===== config.mk =====
export PLATFORM = sky130hd
export DESIGN_NAME = pdp_data_port
export DESIGN_NICKNAME = d
export VERILOG_FILES = /design/src/pdp_pkg.sv /design/src/pdp_rom_engine.sv /design/src/pdp_data_port.sv
export SDC_FILE = /design/constraint.sdc
export NUM_CORES = 1
export LEC_CHECK = 0
export BUFFER_PORTS_ARGS = -buffer_cell sky130_fd_sc_hd__buf_2
export CAP_MARGIN = 5
export CORE_ASPECT_RATIO = 1.4
export CORE_UTILIZATION = 45
export CTS_CLUSTER_DIAMETER = 40
export DETAILED_ROUTE_END_ITERATION = 10
export PLACE_DENSITY_LB_ADDON = 0.1
export SYNTH_ARGS = -nofsm -noshare
export SYNTH_HDL_FRONTEND = slang
export SYNTH_SLANG_ARGS = --single-unit

===== constraint.sdc =====
create_clock -name ref_clk -period 2.21 [get_ports ref_clk]
set_input_delay 0.221 -clock ref_clk [delete_from_list [all_inputs] [get_ports ref_clk]]
set_output_delay 0.221 -clock ref_clk [all_outputs]
set_load 0.05 [all_outputs]

===== src/pdp_pkg.sv =====
/*
  Shared constants and carrier types for the product-data ROM port:
  configuration offsets, field positions, ROM base address and the
  request/answer structs of the configuration ports and the ROM byte port.
  Assumes a single clock domain for all users.
*/
package pdp_pkg;

  // Dword-aligned configuration offsets
  localparam logic [7:0] PDP_OFF_CAP_ADDR = 8'hE4;
  localparam logic [7:0] PDP_OFF_DATA = 8'hE8;

  // Read-only capability bytes sharing the dword with the address field
  localparam logic [7:0] PDP_CAP_ID = 8'h03;
  localparam logic [7:0] PDP_CAP_NEXT = 8'hEC;

  // Field layout of the address/flag half-word inside the E4h dword
  localparam int PDP_ADDR_LSB = 16;
  localparam int PDP_ADDR_W = 9;
  localparam int PDP_FLAG_BIT = 31;
  localparam int PDP_ADDR_HI_BIT = 24;

  // Byte enables of the two upper lanes
  localparam int PDP_BE_ADDR_LO = 2;
  localparam int PDP_BE_ADDR_HI = 3;

  // Product data starts at this physical ROM byte address
  localparam logic [9:0] PDP_ROM_BASE = 10'h080;
  localparam logic [8:0] PDP_ADDR_MAX = 9'h17F;

  // Index of the last byte of every four-byte access
  localparam logic [1:0] PDP_LAST_BYTE = 2'h3;

  localparam logic [8:0] PDP_ADDR_RST = 9'h000;
  localparam logic PDP_FLAG_RST = 1'b0;
  localparam logic [31:0] PDP_DATA_RST = 32'h0000_0000;

  typedef struct packed {
    logic valid;
    logic write;
    logic [7:0] offset;
    logic [3:0] be;
    logic [31:0] wdata;
  } pdp_cfg_req_t;

  typedef struct packed {
    logic valid;
    logic [31:0] rdata;
  } pdp_cfg_rsp_t;

  typedef struct packed {
    logic req;
    logic we;
    logic [9:0] addr;
    logic [7:0] wdata;
  } pdp_rom_req_t;

  typedef struct packed {
    logic ack;
    logic [7:0] rdata;
  } pdp_rom_rsp_t;

  typedef enum logic [2:0] {
    PDP_E_IDLE = 3'b001,
    PDP_E_ISSUE = 3'b010,
    PDP_E_WAIT = 3'b100
  } pdp_eng_st_t;

endpackage


===== src/pdp_rom_engine.sv =====
/*
  Four-byte sequencer that moves one product-data word to or from the
  serial ROM, one byte at a time over a simple req/ack byte port.
  Assumes the ROM byte controller shares ref_clk and answers each
  request with a one-cycle ack.
*/
`timescale 1ns/1ps
module pdp_rom_engine
  import pdp_pkg::*;
(
  input wire logic ref_clk,
  input wire logic arst_n,
  input wire logic start,
  input wire logic start_we,
  input wire logic [8:0] start_addr,
  input wire logic [31:0] start_wdata,
  output logic done,
  output logic done_we,
  output logic [31:0] rdata,
  output pdp_rom_req_t rom_req,
  input wire pdp_rom_rsp_t rom_rsp
);

  typedef struct packed {
    pdp_eng_st_t st;
    logic we;
    logic [8:0] addr;
    logic [31:0] wdata;
    logic [1:0] idx;
    logic [31:0] rdata;
    logic done;
    pdp_rom_req_t rom;
  } pdp_eng_state_t;

  pdp_eng_state_t s;
  pdp_eng_state_t next_s;

  // Physical address; no alignment is forced on the start
  function automatic logic [9:0] rom_addr(input logic [8:0] a, input logic [1:0] i);
    rom_addr = PDP_ROM_BASE + {1'b0, a} + {8'h00, i};
  endfunction

  always_comb begin
    next_s = s;
    next_s.done = 1'b0;
    case (s.st)
      PDP_E_IDLE: begin
        if (start) begin
          next_s.we = start_we;
          next_s.addr = start_addr;
          next_s.wdata = start_wdata;
          next_s.idx = 2'h0;
          next_s.st = PDP_E_ISSUE;
        end
      end
      PDP_E_ISSUE: begin
        next_s.rom.req = 1'b1;
        next_s.rom.we = s.we;
        next_s.rom.addr = rom_addr(s.addr, s.idx);
        next_s.rom.wdata = s.wdata[{s.idx, 3'b000} +: 8];
        next_s.st = PDP_E_WAIT;
      end
      PDP_E_WAIT: begin
        if (rom_rsp.ack) begin
          next_s.rom.req = 1'b0;
          if (!s.we) begin
            next_s.rdata[{s.idx, 3'b000} +: 8] = rom_rsp.rdata;
          end
          if (s.idx == PDP_LAST_BYTE) begin
            next_s.done = 1'b1;
            next_s.st = PDP_E_IDLE;
          end else begin
            next_s.idx = s.idx + 2'h1;
            next_s.st = PDP_E_ISSUE;
          end
        end
      end
      default: begin
        next_s.st = PDP_E_IDLE;
        next_s.rom.req = 1'b0;
      end
    endcase
  end

  always_ff @(posedge ref_clk or negedge arst_n) begin
    if (!arst_n) begin
      s <= '0;
      s.st <= PDP_E_IDLE;
    end else begin
      s <= next_s;
    end
  end

  assign done = s.done;
  assign done_we = s.we;
  assign rdata = s.rdata;
  assign rom_req = s.rom;

endmodule


===== src/pdp_data_port.sv =====
/*
  Product-data ROM access registers as seen from the primary and the
  secondary configuration interfaces: the address/flag half-word and
  the 32-bit data word, plus the sequencer that runs the ROM transfer.
  Assumes both configuration ports and the ROM byte controller run on
  ref_clk; configuration requests are one-cycle strobes.
*/
// Summary of operation
// - A 32-bit read/write data word holds the four bytes of the latest or pending ROM access.
// - Every ROM access moves exactly four bytes.
// - Byte lane 0 maps to the start address and lanes 1 to 3 to the next three addresses.
// - The start address may be any byte address and is never forced to dword alignment.
// - The 9-bit byte address, valid 000h to 17Fh, is added to base 080h to form the ROM address.
// - Writing 0 to the flag starts a four-byte read, and the flag goes to 1 when the data is in.
// - Writing 1 to the flag starts a four-byte write of the staged word, and the flag goes to 0 when done.
`timescale 1ns/1ps
module pdp_data_port
  import pdp_pkg::*;
(
  input wire logic ref_clk,
  input wire logic arst_n,
  input wire pdp_cfg_req_t pri_req,
  output pdp_cfg_rsp_t pri_rsp,
  input wire pdp_cfg_req_t sec_req,
  output pdp_cfg_rsp_t sec_rsp,
  output pdp_rom_req_t rom_req,
  input wire pdp_rom_rsp_t rom_rsp,
  output logic busy
);

  typedef struct packed {
    logic [8:0] addr;
    logic flag;
    logic [31:0] data;
    logic start;
    logic busy;
    pdp_cfg_rsp_t [1:0] rsp;
  } pdp_port_state_t;

  pdp_port_state_t s;
  pdp_port_state_t next_s;

  logic eng_done;
  logic eng_done_we;
  logic [31:0] eng_rdata;
  pdp_cfg_req_t [1:0] req;

  assign req[0] = pri_req;
  assign req[1] = sec_req;

  function automatic logic dword_hit(input logic [7:0] off, input logic [7:0] reg_off);
    dword_hit = (off[7:2] == reg_off[7:2]);
  endfunction

  // Reserved bits 30:25 read as zero; unmapped offsets answer zero
  function automatic logic [31:0] readback(input logic [7:0] off, input logic [8:0] a,
                                           input logic f, input logic [31:0] d);
    readback = 32'h0000_0000;
    if (dword_hit(off, PDP_OFF_CAP_ADDR)) begin
      readback[PDP_FLAG_BIT] = f;
      readback[PDP_ADDR_LSB +: PDP_ADDR_W] = a;
      readback[15:8] = PDP_CAP_NEXT;
      readback[7:0] = PDP_CAP_ID;
    end else if (dword_hit(off, PDP_OFF_DATA)) begin
      readback = d;
    end
  endfunction

  function automatic logic [31:0] merge(input logic [31:0] old, input logic [31:0] wd, input logic [3:0] be);
    merge = old;
    for (int b = 0; b < 4; b++) begin
      if (be[b]) begin
        merge[b*8 +: 8] = wd[b*8 +: 8];
      end
    end
  endfunction

  always_comb begin
    next_s = s;
    next_s.start = 1'b0;
    // Primary is applied first, so a same-cycle secondary write wins
    for (int i = 0; i < 2; i++) begin
      next_s.rsp[i].valid = req[i].valid;
      next_s.rsp[i].rdata = req[i].valid ? readback(req[i].offset, s.addr, s.flag, s.data) : s.rsp[i].rdata;
      if (req[i].valid && req[i].write) begin
        if (dword_hit(req[i].offset, PDP_OFF_CAP_ADDR)) begin
          if (req[i].be[PDP_BE_ADDR_LO]) begin
            next_s.addr[7:0] = req[i].wdata[PDP_ADDR_LSB +: 8];
          end
          if (req[i].be[PDP_BE_ADDR_HI]) begin
            next_s.addr[8] = req[i].wdata[PDP_ADDR_HI_BIT];
            next_s.flag = req[i].wdata[PDP_FLAG_BIT];
            // A start while busy is dropped by the sequencer, except in its done cycle, where it is taken while busy clears
            next_s.start = 1'b1;
          end
        end else if (dword_hit(req[i].offset, PDP_OFF_DATA)) begin
          next_s.data = merge(next_s.data, req[i].wdata, req[i].be);
        end
      end
    end
    if (s.start && !s.busy) begin
      next_s.busy = 1'b1;
    end
    // Completion overrides a same-cycle software write of the flag
    if (eng_done) begin
      next_s.busy = 1'b0;
      if (eng_done_we) begin
        next_s.flag = 1'b0;
      end else begin
        next_s.flag = 1'b1;
        next_s.data = eng_rdata;
      end
    end
  end

  always_ff @(posedge ref_clk or negedge arst_n) begin
    if (!arst_n) begin
      s <= '0;
      s.addr <= PDP_ADDR_RST;
      s.flag <= PDP_FLAG_RST;
      s.data <= PDP_DATA_RST;
    end else begin
      s <= next_s;
    end
  end

  pdp_rom_engine u_engine (
    .ref_clk(ref_clk),
    .arst_n(arst_n),
    .start(s.start),
    .start_we(s.flag),
    .start_addr(s.addr),
    .start_wdata(s.data),
    .done(eng_done),
    .done_we(eng_done_we),
    .rdata(eng_rdata),
    .rom_req(rom_req),
    .rom_rsp(rom_rsp)
  );

  assign pri_rsp = s.rsp[0];
  assign sec_rsp = s.rsp[1];
  assign busy = s.busy;

endmodule


==> metrics <==
worst setup margin around 320 ps; Post-Route WL roughly 29000 um; diode count 0; mapped cell area 0.0102 sq mm; post-route ant nets 0; final hold slack roughly 10 ps; GPL Wtd Cong 0.816; H-tree Lvls 1; peak supply drop ~660 uV; most area-consuming cells after synthesis dfrtp_1 (51%), buf_4 (6.3%), o21ai_0 (5.7%), nand2_1 (5.3%), mux2_2 (4.5%); Clock Skew roughly 18 ps; library cells used by synthesis 47; Worst Tran Pin Value 617 ps; DP Cell Count roughly 1400; First DRT Iteration DRCs roughly 440; Leak Pwr between 5 and 6 nW; DR vias 7773; commonest non-fill, non-tap cells in the layout dfrtp_1 (209), buf_2 (184), nand2_1 (144); Worst Hold Class in2reg; Util after Layout 54.6%; PwrDens approximately 810 mW/mm^2; Layout area overhead 18.0%; Final #Nets between 1000 and 1500; Yosys reg bits 210; routed length per instance 19.6 um; CTS tree built; Setup Viol. Count Final 0; Synth Instances about 1000; Syn Area/Cell 9.83 sq um; chip width between 100 and 150 um; DIE HEIGHT 180 um; Pwr Total 9.75 mW; status completed; Post-DP Area between 0.01 and 0.015 sq mm; initial antenna violation count 0; GRT Total Usage between 20% and 30%; CTS Buf Count 27; number of global-route vias before repair ~7900; # IOs between 150 and 200; number of max-cap violations 0; Non-Filler Instances between 1000 and 1500; FF-to-FF path depth 7; WS Path Type reg2reg; yosys warns 0; critical path launch point type flop; setup_tns 0 ps; sequential area share after synthesis a little over 50%; drt pass-1 iters 5; Detailed Place HPWL 20900 um; Worst Path Required ~2600 ps; first-pass GRT wire length 45200 um; Place WS approximately 320 ps; Final Max Tran Viols 0; CP startpoint u_engine.s[53]$_DFFE_PN0P_; global route total overflow 0; PortBufs 185; Crit. End Element flop; Max clock buf depth 3; share of the synthesized area in the top cell type just over 50%; post-route cell area 0.0120 sq mm; CP arrival around 2300 ps; DRC Markers 0; drt via density 5.25; largest net degree at the start of global routing 74; final period demand of the worst path roughly 1900 ps; start point of the worst hold path rom_rsp[1]; area of the core between 0.02 and 0.025 sq mm; reg2reg setup slack between 300 and 400 ps; CP Max Fanout 7; RSZ-0062 raised after global routing no; R2R Path Start u_engine.s[53]$_DFFE_PN0P_; clk root buf clkbuf_16; fin crit share 85.6%; post-synth top area cell dfrtp_1; CTS Sinks 210; most common cell after layout, fill and taps aside dfrtp_1; # resized after CTS 0; insertion delay to the later sink of the worst-skew pair ~530 ps; post-synth net total 1149; Achievable Freq approximately 0.53 GHz; Fin. Hold Viols 0; Initial Utilization around 46%; proportion of layout cells with a drive suffix above 1 between 20% and 30%; Worst slew margin between 50% and 60%; Reg clk slew, reported paths ~60 ps; die area around 0.023 sq mm; # rows 64
==> layout make-up <==
| type | instances | area, sq um |
|---|---|---|
| Clock buffer | 33 | 718 |
| Clock inverter | 16 | 186 |
| Fill cell | 2031 | 9990 |
| Inverter | 43 | 161 |
| Multi-Input combinational cell | 646 | 3930 |
| Sequential cell | 210 | 5260 |
| Tap cell | 297 | 372 |
| Timing Repair Buffer | 236 | 1410 |
==> layer usage <==
metal | vias to the layer above | global-route usage [%] | wire (um)
li1 | 3757 | - | -
met1 | 3735 | 34.8 | 12800
met2 | 229 | 42.2 | 14100
met3 | 52 | 3.33 | 1310
met4 | 0 | 8.61 | 828
met5 | - | 0 | 0
==> power breakdown <==
| group | total, mW | internal (mW) | switching (mW) |
|---|---|---|---|
| sequential | 4.32 | 4.06 | 0.262 |
| combinational | 1.01 | 0.377 | 0.630 |
| clock | 4.42 | 2.69 | 1.73 |
==> how the worst min path moves through the flow <==
stage / to / slack, ps / depth (start not counted)
after floorplan: asynchronous set/reset pin / -70 / 0
after CTS: s[72]$_DFF_PN0_ / 1 / 3
final: flop / 10 / 3
after detailed placement: pri_rsp[0]$_DFFE_PN0P_ / 190 / 1
after global placement: pri_rsp[0]$_DFFE_PN0P_ / 190 / 1
after global routing: s[81]$_DFF_PN0_ / 10 / 3
==> worst max-delay path, stage by stage, from the launching register on <==
cell	delay [ps]
dfrtp_1	420
buf_4	180
inv_1	120
ha_1	380
nor3b_1	290
buf_4	190
nand2_1	60
o21ai_0	160
==> cell families after synthesis <==
kind of cell / synth area share [%]
XOR/XNOR: 0.601
AND/OR/NAND/NOR: 14.6
buffers and inverters: 9.99
multiplexers: 8.65
adder cells (fa/ha/maj): 1.18
flip-flops: 51.5
AO/OA/AOI/OAI: 13.5
==> timing repair <==
action,CTS,global route
setup buffers,0,0
hold buffers,21,0
hold endpoints to repair,69,0
==> Yosys cell counts, drive strengths merged <==
library cell,n
o31ai,1
and2,2
nand4,3
nand3,40
mux4,8
o41ai,1
a211oi,26
mux2i,24
and4bb,1
o31a,1
xnor2,2
nand2b,8
nor2b,3
or3,1
a31oi,6
nand2,144
fa,1
and4,2
nor3b,6
o21bai,1
o21ai,118
dfrtp,209
xor2,5
nor4,2
and3,4
nand4b,3
ha,8
clkbuf,35
and4b,3
a21o,2
nand3b,7
inv,43
dfstp,1
a21oi,58
mux2,41
nor3,24
a22oi,20
buf,103
nand4bb,1
o2bb2ai,7
nor2,62
No activity file was read; power rests on OpenSTA's default activity.
